`src/hdl/decode_cfg.svh`:
```
// constants for the accumulator move and return decoder
`ifndef DECODE_CFG_SVH
`define DECODE_CFG_SVH

// ----------------------------------------------------------------
// opcode encodings (14-bit instruction words)
// ----------------------------------------------------------------
`define STORE_ACC_HI     7'h01
`define STORE_ACC_HI_POS 7
`define IDLE_HI          7'h00
`define IDLE_LO_MASK     14'h001f
`define INT_RETURN_OP    14'h0009
`define OPTION_LOAD_OP   14'h0062

// ----------------------------------------------------------------
// register positions and reset values
// ----------------------------------------------------------------
`define GIE_BIT          7
`define OPTION_FILE_ADDR 7'h01
`define IRQCTL_FILE_ADDR 7'h0b
`define OPTION_RESET     8'hff
`define GIE_RESET        1'b0

// ----------------------------------------------------------------
// timing in instruction cycles
// ----------------------------------------------------------------
`define RETURN_CYCLES    2
`define SINGLE_CYCLES    1

`endif

```
`src/hdl/decode_pkg.sv`:
```
// types shared by the decoder modules
package decode_pkg;
  // execution phase of the decoder
  typedef enum logic [0:0] {
    ST_EXEC,
    ST_FLUSH
  } exec_state_t;

  // one-hot class of the current opcode
  typedef struct packed {
    logic store_accumulator_op;
    logic idle_op;
    logic interrupt_return_op;
    logic option_load_op;
    logic other_op;
  } op_class_t;
endpackage

```
`src/hdl/decode_if.sv`:
```
// carrier between the opcode classifier and the executing core
`timescale 1ns/10ps
`default_nettype none
interface decode_if;
  import decode_pkg::*;
  logic [13:0] opcode;      // instruction word under decode
  op_class_t   op_class;    // resulting class
  logic [6:0]  file_addr;   // direct file address field

  modport classifier (input opcode, output op_class, output file_addr);
  modport core (output opcode, input op_class, input file_addr);
endinterface // decode_if
`default_nettype wire

```
`src/hdl/opcode_classifier.sv`:
```
// combinational classifier of the four handled opcodes
`timescale 1ns/10ps
`default_nettype none
`include "decode_cfg.svh"
module opcode_classifier
  import decode_pkg::*;
(
  decode_if.classifier dif
);
  // ----------------------------------------------------------------
  // match logic
  // ----------------------------------------------------------------
  // no-operation ignores the two middle bits, so match by mask
  always_comb begin
    dif.op_class.store_accumulator_op =
      (dif.opcode[13:`STORE_ACC_HI_POS] == `STORE_ACC_HI);
    dif.op_class.idle_op =
      (dif.opcode[13:`STORE_ACC_HI_POS] == `IDLE_HI) &&
      ((dif.opcode & `IDLE_LO_MASK) == 14'h0000);
    dif.op_class.interrupt_return_op = (dif.opcode == `INT_RETURN_OP);
    dif.op_class.option_load_op      = (dif.opcode == `OPTION_LOAD_OP);
    dif.op_class.other_op = !(dif.op_class.store_accumulator_op ||
                              dif.op_class.idle_op ||
                              dif.op_class.interrupt_return_op ||
                              dif.op_class.option_load_op);
    dif.file_addr = dif.opcode[6:0];
  end
endmodule // opcode_classifier
`default_nettype wire

```
`src/hdl/accumulator_move_return_decode.sv`:
```
// decode and execute for store, idle, interrupt return and option load
// What this block does
// - store accumulator to 7-bit file address, one cycle
// - interrupt return pops stack, loads program counter
// - interrupt return sets global interrupt enable bit
// - interrupt return takes two instruction cycles
// - legacy load writes accumulator into option register
// - option register stays ordinary file register
`timescale 1ns/10ps
`default_nettype none
`include "decode_cfg.svh"
module accumulator_move_return_decode
  import decode_pkg::*;
(
  // clock and reset
  input  wire logic        i_ref_clk,
  input  wire logic        i_srst,
  // instruction stream, one word per instruction cycle
  input  wire logic        i_instr_valid,
  input  wire logic [13:0] i_instr,
  // core state read by the block
  input  wire logic [7:0]  i_accum,
  input  wire logic [12:0] i_stack_top,
  input  wire logic        i_irq_entry,
  // file register write port
  output logic             o_file_we,
  output logic [6:0]       o_file_addr,
  output logic [7:0]       o_file_wdata,
  // program flow
  output logic             o_pc_advance,
  output logic             o_pc_load,
  output logic [12:0]      o_pc_value,
  output logic             o_stack_pop,
  output logic             o_ready,
  output logic             o_unhandled,
  // registers held here
  output logic [7:0]       o_option_reg,
  output logic             o_global_irq_enable,
  output logic             o_status_we
);
  // ----------------------------------------------------------------
  // decode
  // ----------------------------------------------------------------
  decode_if    dif ();                    // classifier carrier
  exec_state_t state_reg;                 // execution phase
  logic        accept;                    // instruction taken now
  op_class_t   cls;                       // class of taken word

  assign dif.opcode = i_instr;
  assign cls        = dif.op_class;
  // a word offered during the flush cycle is not taken
  assign accept = i_instr_valid && (state_reg == ST_EXEC);

  opcode_classifier opcode_classifier_inst (
    .dif (dif.classifier)
  );

  // ----------------------------------------------------------------
  // phase machine
  // ----------------------------------------------------------------
  // the second cycle of a return only lets the refetch settle
  always_ff @(posedge i_ref_clk) begin
    if (i_srst) begin
      state_reg <= ST_EXEC;
    end else begin
      unique case (state_reg)
        ST_EXEC: begin
          if (accept && cls.interrupt_return_op) begin
            state_reg <= ST_FLUSH;
          end
        end
        ST_FLUSH: begin
          state_reg <= ST_EXEC;
        end
      endcase
    end
  end

  // ready drops for exactly the flush cycle
  always_ff @(posedge i_ref_clk) begin
    if (i_srst) begin
      o_ready <= 1'b1;
    end else if (state_reg == ST_FLUSH) begin
      o_ready <= 1'b1;
    end else begin
      o_ready <= !(accept && cls.interrupt_return_op);
    end
  end

  // ----------------------------------------------------------------
  // file write port
  // ----------------------------------------------------------------
  // store and legacy load both show on the write port so that the
  // register file copy of the option register stays coherent
  always_ff @(posedge i_ref_clk) begin
    if (i_srst) begin
      o_file_we    <= 1'b0;
      o_file_addr  <= 7'h00;
      o_file_wdata <= 8'h00;
    end else begin
      o_file_we <= accept &&
                   (cls.store_accumulator_op || cls.option_load_op);
      if (accept && cls.store_accumulator_op) begin
        o_file_addr  <= dif.file_addr;
        o_file_wdata <= i_accum;
      end else if (accept && cls.option_load_op) begin
        o_file_addr  <= `OPTION_FILE_ADDR;
        o_file_wdata <= i_accum;
      end
    end
  end

  // none of the four handled opcodes touches a status flag
  always_ff @(posedge i_ref_clk) begin
    if (i_srst) begin
      o_status_we <= 1'b0;
    end else begin
      o_status_we <= 1'b0;
    end
  end

  // ----------------------------------------------------------------
  // program flow
  // ----------------------------------------------------------------
  always_ff @(posedge i_ref_clk) begin
    if (i_srst) begin
      o_pc_advance <= 1'b0;
      o_pc_load    <= 1'b0;
      o_stack_pop  <= 1'b0;
      o_pc_value   <= 13'h0000;
      o_unhandled  <= 1'b0;
    end else begin
      // single-cycle words step the counter by one
      o_pc_advance <= accept && (cls.idle_op || cls.store_accumulator_op ||
                                 cls.option_load_op);
      o_pc_load    <= accept && cls.interrupt_return_op;
      o_stack_pop  <= accept && cls.interrupt_return_op;
      if (accept && cls.interrupt_return_op) begin
        o_pc_value <= i_stack_top;
      end
      // other opcodes belong to neighbouring decoders
      o_unhandled  <= accept && cls.other_op;
    end
  end

  // ----------------------------------------------------------------
  // option register
  // ----------------------------------------------------------------
  // written by the legacy load and by a direct store alike; software
  // should prefer the direct store, the legacy path is kept only for
  // old code
  always_ff @(posedge i_ref_clk) begin
    if (i_srst) begin
      o_option_reg <= `OPTION_RESET;
    end else if (accept && cls.option_load_op) begin
      o_option_reg <= i_accum;
    end else if (accept && cls.store_accumulator_op &&
                 dif.file_addr == `OPTION_FILE_ADDR) begin
      o_option_reg <= i_accum;
    end
  end

  // ----------------------------------------------------------------
  // global interrupt enable
  // ----------------------------------------------------------------
  // a return in the same cycle as interrupt entry wins, so the enable
  // is never lost
  always_ff @(posedge i_ref_clk) begin
    if (i_srst) begin
      o_global_irq_enable <= `GIE_RESET;
    end else if (accept && cls.interrupt_return_op) begin
      o_global_irq_enable <= 1'b1;
    end else if (accept && cls.store_accumulator_op &&
                 dif.file_addr == `IRQCTL_FILE_ADDR) begin
      o_global_irq_enable <= i_accum[`GIE_BIT];
    end else if (i_irq_entry) begin
      o_global_irq_enable <= 1'b0;
    end
  end
endmodule // accumulator_move_return_decode
`default_nettype wire

```
`config.mk`:
```
export PLATFORM = sky130hd
export DESIGN_NAME = accumulator_move_return_decode
export DESIGN_NICKNAME = d
export VERILOG_FILES = /design/src/hdl/decode_pkg.sv /design/src/hdl/decode_if.sv /design/src/hdl/opcode_classifier.sv /design/src/hdl/accumulator_move_return_decode.sv
export VERILOG_INCLUDE_DIRS = /design/src /design/src/hdl
export SDC_FILE = /design/constraint.sdc
export NUM_CORES = 1
export LEC_CHECK = 0
export BUFFER_PORTS_ARGS = -buffer_cell sky130_fd_sc_hd__buf_2
export CORE_MARGIN = 8
export CORE_UTILIZATION = 40
export CTS_BUF_LIST = sky130_fd_sc_hd__clkbuf_16
export DETAILED_ROUTE_END_ITERATION = 6
export PLACE_DENSITY = 0.71
export SLEW_MARGIN = 20
export SYNTH_ARGS = -nofsm -noshare
export SYNTH_HDL_FRONTEND = slang
export SYNTH_SLANG_ARGS = --single-unit
export TNS_END_PERCENT = 50
```
`constraint.sdc`:
```
create_clock -name i_ref_clk -period 2.13 [get_ports i_ref_clk]
set_clock_uncertainty 0.2 [all_clocks]
set_input_delay 0.213 -clock i_ref_clk [delete_from_list [all_inputs] [get_ports i_ref_clk]]
set_output_delay 0.213 -clock i_ref_clk [all_outputs]
set_load 0.01 [all_outputs]
```
Word level (Yosys, flattened, before mapping)
Index checks and enable logic that the tools add are counted.
W data, S select, Z words.
{"block": "totals", "out_inout_bits": 44, "inputBits": 39, "reg_bits": 43, "elab_cells": 51}
{"block": "classes", "eq_ne": 5, "n_bitwise": 1, "muxes": 11, "n_reduce_logical": 23}
{"op": "$mux W8", "n": 4}
{"op": "$eq A14 B4 Y1 const B", "n": 1}
{"op": "$eq A14 B7 Y1 const B", "n": 1}
{"op": "$eq A7 B1 Y1 const B", "n": 2}
{"op": "$logic_not A14 Y1", "n": 1}
{"op": "$mux W7", "n": 2}
{"op": "$logic_and A1 B1 Y1", "n": 10}
{"op": "$eq A7 B4 Y1 const B", "n": 1}
{"op": "$logic_not A7 Y1", "n": 1}
{"op": "$logic_or A1 B1 Y1", "n": 5}
{"op": "$mux W1", "n": 4}
{"op": "$reduce_bool A2 Y1", "n": 2}
{"op": "$reduce_bool A3 Y1", "n": 1}
{"op": "$logic_not A1 Y1", "n": 2}
{"op": "$pmux W1 S2", "n": 1}
{"op": "$reduce_or A2 Y1", "n": 1}
{"op": "$not A1 Y1", "n": 1}

Logic depth before layout (Yosys ltp)
Gate-level depths: netlist of the first run.
{"block": "logic_depth", "depth_word": 7, "ltp_mapped": 6, "depth_no_buf": 4}

Modules after synthesis
Synthesis of the first run repeated with hierarchy kept, for this count alone.
{"block": "unflattened", "hier_cells": 204, "hier_area_um2": 1710.4}
{"module": "accumulator_move_return_decode", "cells_per_inst": 182, "seq_area_each_um2": 860.8, "instances": 1, "area_each_um2": 1567.8}
{"module": "opcode_classifier", "cells_per_inst": 22, "seq_area_each_um2": 0.0, "instances": 1, "area_each_um2": 142.6}

Least setup slack after synthesis of the first run
Ideal clock, no wire load.
{"block": "synth_path", "path_kind": "input -> register", "from": "input i_instr[7]", "to": "register o_pc_value[10]", "setup_time_ps": 128, "required_ps": 1802, "n_path_buf": 2, "t_arrival_ps": 1305, "setup_slack_ps": 498, "cell_stages": 6, "path_cell_list": "clkbuf_1 > nor4b_1 > nand4_1 > buf_4 > mux2i_1 > nor2_1"}
{"block": "synth_between", "elab_chain_len": 2}
{"element": "start: declaration", "line_no": "accumulator_move_return_decode.sv:20", "source": "input wire logic [13:0] i_instr,"}
{"element": "$eq A14 B4 Y1 (no source line)"}
{"element": "$logic_and A1 B1 Y1", "line_no": "accumulator_move_return_decode.sv:138", "source": "if (accept && cls.interrupt_return_op) begin"}
{"element": "end signal: assignment", "line_no": "accumulator_move_return_decode.sv:139", "source": "o_pc_value <= i_stack_top;"}
{"element": "end: declaration", "line_no": "accumulator_move_return_decode.sv:32", "source": "output logic [12:0] o_pc_value,"}
Every way passes these cells.
A chain may end at the register's enable or synchronous reset.

Final worst setup path of the first run
{"block": "layout_path", "from": "input i_instr[4]", "to": "register o_pc_value[5]"}
The elaborated chain is that of the path after synthesis.

==> qor.txt, run 1 <==
Result of the run: completed
Antenna violations before repair: 0
Routed WL: 4693 um
DRC Markers: 0
Relative contribution of combinational cells to total power: 7.8%
Total core area: 4264 um2
Overflow after GRT: 0
Bufs on Longest Clock Path: 2
Std-Cell Rows: 24
Endpoint of the worst hold-timing path: o_option_reg[3]$_SDFFE_PP1P_
Portion of the post-synthesis area used by sequential elements: 49.96%
Area used by sequential logic in the layout: 860.8 um2
Total global-route track usage: 14.08%
Master cell of the clock root buffer: clkbuf_16
Cell variety after synth: 33
Total Die Area: 6663 um2
Number of instances in the synthesized netlist: 182
Count of endpoints failing setup in the final report: 0
Pin count of the biggest net entering global routing: 29
Number of sinks handled by clock tree synthesis: 43
Initial core utilization: 40.40%
Filler Cell Count: 385
Die boundary width: 81.63 um
Largest stage delay on the critical path: 0.53 ns
Type of element launching the critical path: input pin
Synth Cell Area: 1723 um2
I/O Pins: 83
Post-detailed-placement half-perimeter wirelength: 3506 um
Detailed router's first-iteration violation count: 58
Startpoint of the lowest-slack hold path: i_accum[3]
Max-capacitance violation count: 0
Ant. Diodes: 0
Highest clock frequency the design can meet: 509.4 MHz
Critical Path RT: 2.09 ns
Startpoint of the most critical register-to-register path: state_reg$_SDFF_PP0_
Post-Place Setup Slack: 0.2886 ns
Final clock period utilization by the worst path: 92.16%
Number of nets produced by synthesis: 221
Critical path capture point type: flop
Fraction of final layout cells sized beyond drive strength 1: 34.40%
Worst R2R End: o_global_irq_enable$_SDFFE_PP0P_
Quantity of I/O buffers inserted on ports: 81
Net count, final: 321
Class of the tightest hold or removal check: input pin to flop
Largest register FFs: 13
Static leakage: 1.272 nW
Cell Chain, Critical Path: dlygate4sd3_1 -> buf_2 -> nor4b_1 -> nand4_1 -> buf_4 -> mux2i_1 -> nor2_1
TritonRoute pass-1 iters: 4
Arrival time at the worst endpoint: 1.92 ns
FF+latch count, synth: 43
Vias per cell: 4.832
Power dissipated by switching net loads: 0.3413 mW
RSZ-0062 raised after global routing: no
Slowest stage cell on the critical path: dlygate4sd3_1
Synthesis-to-finish area growth: 44.52%
H-tree lvl count: 2
Rel. slew slack: 64.10%
TritonCTS clock tree: yes
Power share of the clock group: 42.8%
Number of cell instances on the worst register-to-register path: 4
Minimum period implied by the final worst setup slack: 1.963 ns
Post-route setup TNS: 0 ns
Via total after detailed routing: 1614
Power density of the placed cells: 655.4 nW/um2
Remaining antenna violation count after routing: 0
Crit Path Category: input pin to flop
Via count of the first global-routing pass: 1640
Area of combinational cells with multiple inputs: 788.3 um2
Cell family with the largest share of critical-path delay: buffers and inverters
Mean Syn Cell Area: 9.466 um2
Skew-Pair Late Insertion Delay: 0.28 ns
Number of hold-slack violations in the final timing report: 0
Commonest non-fill, non-tap cells in the layout: buf_2 (81), dfxtp_1 (43), nor2_1 (35)
Clock transition at the registers of the reported paths: 0.06 ns
Number of buffers inserted by post-CTS setup repair: 0
Hold Crit Depth: 3
Sw Share: 20.91%
Reg2Reg Setup Slack: 0.43 ns
Min setup slack post-route: 0.1669 ns
Buffers and inverters on the worst path: 3
GP Congestion: 0.7506
Most frequent standard cell in the layout excluding fill and tap cells: buf_2
Worst-Margin Slew: 0.5335 ns
Drt wl/cell: 14.05 um
Die outline height: 81.63 um
Internal power consumption: 1.291 mW
Largest fanout on the critical path: 10
Number of clock buffers inserted by TritonCTS: 5
First-pass GRT wire length: 7376 um
Power share of the sequential group: 49.4%
Final Slew Violations: 0
Maximum ir drop on the vdd rail: 0.0003650 V
Synth warnings: 0
[layout make-up]
cell class	count	area share (%)
flip-flops and latches	43	34.57
clock inverters	2	0.3518
clock buffers	5	5.025
well taps	52	2.613
inverters	3	0.4523
repair buffers	105	25.33
multi-input cells	124	31.66
[Yosys cell counts]
library cell	number	share of area, %
nor3_1	2	0.58
inv_1	3	0.65
a31oi_1	1	0.36
nor4_4	1	1.2
buf_2	1	0.29
conb_1	1	0.22
nor2_1	35	7.6
and2_1	1	0.36
nor4b_4	1	1.4
nor4_1	2	0.73
buf_4	4	1.7
o311ai_0	1	0.51
o21bai_1	1	0.44
or4_1	1	0.44
a21o_1	1	0.44
or3_1	1	0.36
a21oi_1	11	3.2
nand2_2	1	0.36
nor4b_1	2	1.0
a22o_1	7	3.6
nand4b_1	1	0.51
and3_1	3	1.1
dfxtp_1	43	50
nand3_1	11	3.2
a21boi_0	1	0.44
nor3b_1	2	0.87
clkbuf_1	6	1.3
mux2i_1	21	12
buf_6	1	0.65
nand2_1	4	0.87
nor2b_1	1	0.36
nand4_1	2	0.73
o21ai_0	8	2.3
[tightest hold or removal path: cells and delay by family]
kind,cells,cell delay (ns)
AND/OR/NAND/NOR,1,0.04
multiplexers,1,0.10
buffers and inverters,1,0.09
[per-layer routing]
layer  up-vias  global-route usage, %  wire length, um
li1        835                      -                -
met1       722                  15.33             1924
met2        52                  24.50             2281
met3         5                  5.470              419
met4         0                  4.737               68
met5         -                      0                0
[power groups by stage]
| stage | Combinational [mW] | Sequential, mW | Clock [mW] |
|---|---|---|---|
| 2_1_floorplan | 0.0429 | 0.825 | 0 |
| 3_3_place_gp | 0.0983 | 0.824 | 0 |
| 3_5_place_dp | 0.0996 | 0.824 | 0 |
| 4_1_cts | 0.126 | 0.807 | 0.720 |
| 5_1_grt | 0.140 | 0.806 | 0.751 |
| 6_report | 0.127 | 0.807 | 0.698 |
[cells by family (layout without fill, tap and decap cells)]
group                  Yosys count  count (layout)  synth area share (%)
DFF                             43              43                 49.96
other                            1               1                0.2177
muxes                           21              21                 12.20
AOI/OAI and AO/OA               31              31                 11.26
and+or+nand+nor                 71              71                 21.71
buffers and inverters           15             115                 4.647
[what timing repair did]
| action | 4_1_cts | 5_1_grt |
|---|---|---|
| hold buffers | 18 | 0 |
| endpoints found under the setup margin | 0 | 14 |
| endpoints found under the hold margin | 18 | 0 |
| resized for setup | 0 | 1 |
[metrics by stage]
| step | instance area, um2 | utilization [%] | power (mW) | hold WS (ns) | std cells |
|---|---|---|---|---|---|
| detailed placement | 2170 | 50.88 | 0.9240 | 0.2508 | 309 |
| finish | 2490 | 58.39 | 1.632 | 0.007672 | 334 |
| global placement | 2170 | 50.88 | 0.9226 | 0.2420 | 309 |
| global route | 2490 | 58.39 | 1.697 | 0.02291 | 334 |
| CTS | 2484 | 58.25 | 1.652 | 0.001102 | 334 |
| floorplan | 1723 | - | 0.8682 | 0.1387 | 182 |
[worst max path at each step]
stage | endpoint | slack (ns) | cells past startpoint | from
finish | o_pc_value[5]$_SDFFE_PP0N_ | 0.17 | 7 | i_instr[4]
global route | o_file_wdata[5]$_SDFFE_PP0P_ | 0.07 | 6 | i_instr[3]
CTS | o_file_wdata[2]$_SDFFE_PP0P_ | 0.11 | 6 | i_instr[3]
detailed placement | state_reg$_SDFF_PP0_ | 0.29 | 5 | i_instr[10]
global placement | o_stack_pop$_SDFF_PP0_ | 0.34 | 5 | i_instr[10]
floorplan | o_pc_value[10]$_SDFFE_PP0N_ | 0.50 | 6 | i_instr[7]
Power figures use the tool's default switching activity.
==> inputs of run 2 (changes only) <==
- ABC_AREA: not set -> 1
- PLACE_DENSITY: 0.71 -> 0.69
- SETUP_SLACK_MARGIN: not set -> 0.02
==> run 2 against run 1 <==
Net effect:
- global-route usage is 0.75 points higher
- wire length is 8.5% higher
- core utilization is 0.53 points lower
- worst setup slack better by 0.44 ns
- hold slack better by 0.0041 ns
- combinational power hardly changed
- cell count is 29% higher
- critical path type is now flop to flop
- largest power group is now clock
==> qor.txt, run 2 <==
Result of the run: completed
Commonest non-fill, non-tap cells in the layout: buf_2 (81), nand2_1 (73), nor2_1 (53)
Power density of the placed cells: 656.2 nW/um2 (+0.12%)
Fraction of final layout cells sized beyond drive strength 1: 27.78% (-6.6 points)
Antenna violations before repair: 0 (unchanged)
Fraction of the mapped netlist area in compound gates: 1.822% (-9.4 points)
Min setup slack post-route: 0.6087 ns (+0.4418 ns)
Reg2Reg Setup Slack: 0.61 ns (+0.18 ns)
Minimum period implied by the final worst setup slack: 1.521 ns (-0.4418 ns)
Detailed router's first-iteration violation count: 54 (-6.9%)
Via total after detailed routing: 1934 (+20%)
First-pass GRT wire length: 8804 um (+19%)
Critical Path RT: 2.16 ns (+0.07 ns)
Via count of the first global-routing pass: 1975 (+20%)
Total Die Area: 7282 um2 (+9.3%)
Bufs on Longest Clock Path: 2 (unchanged)
TritonRoute pass-1 iters: 4 (unchanged)
Largest register FFs: 13 (unchanged)
Total global-route track usage: 14.83% (+0.75 points)
Power share of the sequential group: 45.3% (-4.1 points)
Pin count of the biggest net entering global routing: 28 (-3.4%)
Post-route setup TNS: 0 ns (unchanged)
List of most frequent post-synthesis cells: nand2_1 (73), nor2_1 (53), dfxtp_1 (43)
Quantity of I/O buffers inserted on ports: 81 (unchanged)
EDFF count, synth: 0 (unchanged)
Internal power consumption: 1.417 mW (+9.8%)
Synthesis-to-finish area growth: 41.18%
Number of nets produced by synthesis: 316 (+43%)
Cell Chain, Critical Path: nor2_4 -> inv_1 -> nor2_2 -> nand3_1 -> nand3_1 -> nand2_1 -> inv_1
Highest clock frequency the design can meet: 657.3 MHz (+29%)
Synth Cell Area: 1923 um2 (+12%)
Most frequent standard cell in the layout excluding fill and tap cells: buf_2
Maximum ir drop on the vdd rail: 0.0003558 V (-2.5%)
Type of element launching the critical path: flop
Async S/R FF share, synth: 0% (unchanged)
Ant. Diodes: 0 (unchanged)
Master cell of the clock root buffer: clkbuf_16
Number of hold-slack violations in the final timing report: 0 (unchanged)
Std-Cell Rows: 25 (+4.2%)
Vias per cell: 4.477 (-7.4%)
Max-capacitance violation count: 0 (unchanged)
Cell variety after synth: 23 (-30%)
Number of sinks handled by clock tree synthesis: 43 (unchanged)
Routed WL: 5094 um (+8.5%)
Largest stage delay on the critical path: 0.32 ns (-0.21 ns)
Cell family with the largest share of critical-path delay: simple AND/OR/NAND/NOR gates
Sw Share: 20.46% (-0.45 points)
Portion of the post-synthesis area used by sequential elements: 44.76% (-5.2 points)
Number of instances in the synthesized netlist: 277 (+52%)
Crit Path Category: flop to flop
Area fraction in and, or, nand and nor cells after synthesis: 41.96% (+20 points)
Fraction of post-synthesis cell area in the top cell type by area: 44.76% (-5.2 points)
Clock transition at the registers of the reported paths: 0.06 ns (about the same)
Overflow after GRT: 0 (unchanged)
GP Congestion: 0.8469 (+13%)
Total core area: 4692 um2 (+10%)
Multiplexer fraction of the synthesized cell area: 0% (-12 points)
Final clock period utilization by the worst path: 71.42% (-21 points)
FF+latch count, synth: 43 (unchanged)
Post-layout total power: 1.782 mW (+9.2%)
Count leader, synth: nand2_1
Class of the tightest hold or removal check: input pin to flop
Die outline height: 85.34 um (+4.5%)
Net count, final: 416 (+30%)
I/O Pins: 83 (unchanged)
Largest area contributor in the synthesized netlist: dfxtp_1
Area share of fa/ha/maj cells after synthesis: 0% (unchanged)
Cell types occupying the most area after synthesis: dfxtp_1 (45%), nand2_1 (14%), nor2_1 (10%)
Arrival time at the worst endpoint: 1.55 ns (-0.37 ns)
Critical path capture point type: flop
TritonCTS clock tree: yes
Worst hold margin: 0.01173 ns (+0.004056 ns)
Final Slew Violations: 0 (unchanged)
Initial core utilization: 40.99% (+0.58 points)
Largest family of logic cells by synthesized area: simple AND/OR/NAND/NOR gates
Synth warnings: 0 (unchanged)
Xor and xnor area share after synthesis: 0% (unchanged)
RSZ-0062 raised after global routing: no
Remaining antenna violation count after routing: 0 (unchanged)
Buffers and inverters on the worst path: 2 (-1)
Count of endpoints failing setup in the final report: 0 (unchanged)
Static leakage: 1.481 nW (+16%)
Mean Syn Cell Area: 6.943 um2 (-27%)
Slowest stage cell on the critical path: dfxtp_1
Largest fanout on the critical path: 7 (-3)
Fin util: 57.87% (-0.53 points)
Post-detailed-placement half-perimeter wirelength: 3747 um (+6.9%)
Skew-Pair Late Insertion Delay: 0.28 ns (about the same)
Drt wl/cell: 11.79 um (-16%)
Relative contribution of combinational cells to total power: 7.3% (-0.5 points)
Most instantiated flip-flop cell in the synthesis netlist: dfxtp_1
Post-Place Setup Slack: 0.4557 ns (+0.1671 ns)
Die boundary width: 85.34 um (+4.5%)
Power dissipated by switching net loads: 0.3646 mW (+6.8%)
H-tree lvl count: 2 (unchanged)
DRC Markers: 0 (unchanged)
Number of clock buffers inserted by TritonCTS: 5 (unchanged)
Power share of the clock group: 47.4% (+4.6 points)
-- run 2: cell types whose count changed after synthesis, moves of 7 or more --
cell / change
nand2_1: +69
inv_1: +38
nor2_1: +18
o21ai_0: -7
nand3_1: +17
a22o_1: -7
mux2i_1: -21
-- run 2: cells by family (layout without fill, tap and decap cells) --
family,after synthesis,after routing
other cells,1,1
compound gates,7,7
flops,43,43
buf+inv,51,152
simple gates,175,175
-- run 2: path summary, 6_finish.rpt --
kind / end / cells after the start / startpoint
worst min-delay path: o_file_addr[5]$_SDFFE_PP0P_ / 3 / i_instr[5]
worst max-delay path: o_global_irq_enable$_SDFFE_PP0P_ / 7 / state_reg$_SDFF_PP0_
worst min register to register: o_file_wdata[2]$_SDFFE_PP0P_ / 2 / o_file_wdata[2]$_SDFFE_PP0P_
worst max register to register: o_global_irq_enable$_SDFFE_PP0P_ / 7 / state_reg$_SDFF_PP0_
-- run 2: worst min-delay path, delay by kind of cell --
family / cells / cell delay [ns]
AO/OA/AOI/OAI: 1 / 0.06
AND/OR/NAND/NOR: 1 / 0.06
buffers and inverters: 1 / 0.11
-- run 2: power by group through the flow --
stage | combinational (mW) | clock [mW] | sequential [mW]
2_1_floorplan | 0.0460 | 0 | 0.826
3_3_place_gp | 0.101 | 0 | 0.825
3_5_place_dp | 0.101 | 0 | 0.825
4_1_cts | 0.131 | 0.869 | 0.807
5_1_grt | 0.145 | 0.899 | 0.806
6_report | 0.130 | 0.845 | 0.807
-- run 2: cell type report --
cell class | instances | area, um2
Clock inverter | 3 | 38.79
Tap cell | 54 | 67.56
Fill cell | 458 | 1977
Multi-Input combinational cell | 183 | 845.8
Sequential cell | 43 | 860.8
Clock buffer | 5 | 125.1
Inverter | 41 | 153.9
Timing Repair Buffer | 103 | 623.1
-- run 2: metrics by stage --
step	instances	area (um2)
2_1_floorplan	277	1923
3_3_place_gp	403	2341
3_5_place_dp	403	2341
4_1_cts	432	2715
5_1_grt	432	2715
6_report	432	2715
-- run 2: routing by layer --
| layer | track usage (%) | vias up | part of all wire (%) |
|---|---|---|---|
| met1 | 16.49 | 840 | 43 |
| met4 | 5.732 | 0 | 1.2 |
| met5 | 0 | - | 0 |
| met3 | 5.116 | 5 | 7.3 |
| met2 | 25.36 | 58 | 48 |
| li1 | - | 1031 | - |
-- run 2: repair_timing --
item | 4_1_cts | 5_1_grt
hold buffers | 21 | 0
setup buffers | 0 | 0
hold endpoints to repair | 21 | 0
resized for setup | 0 | 0
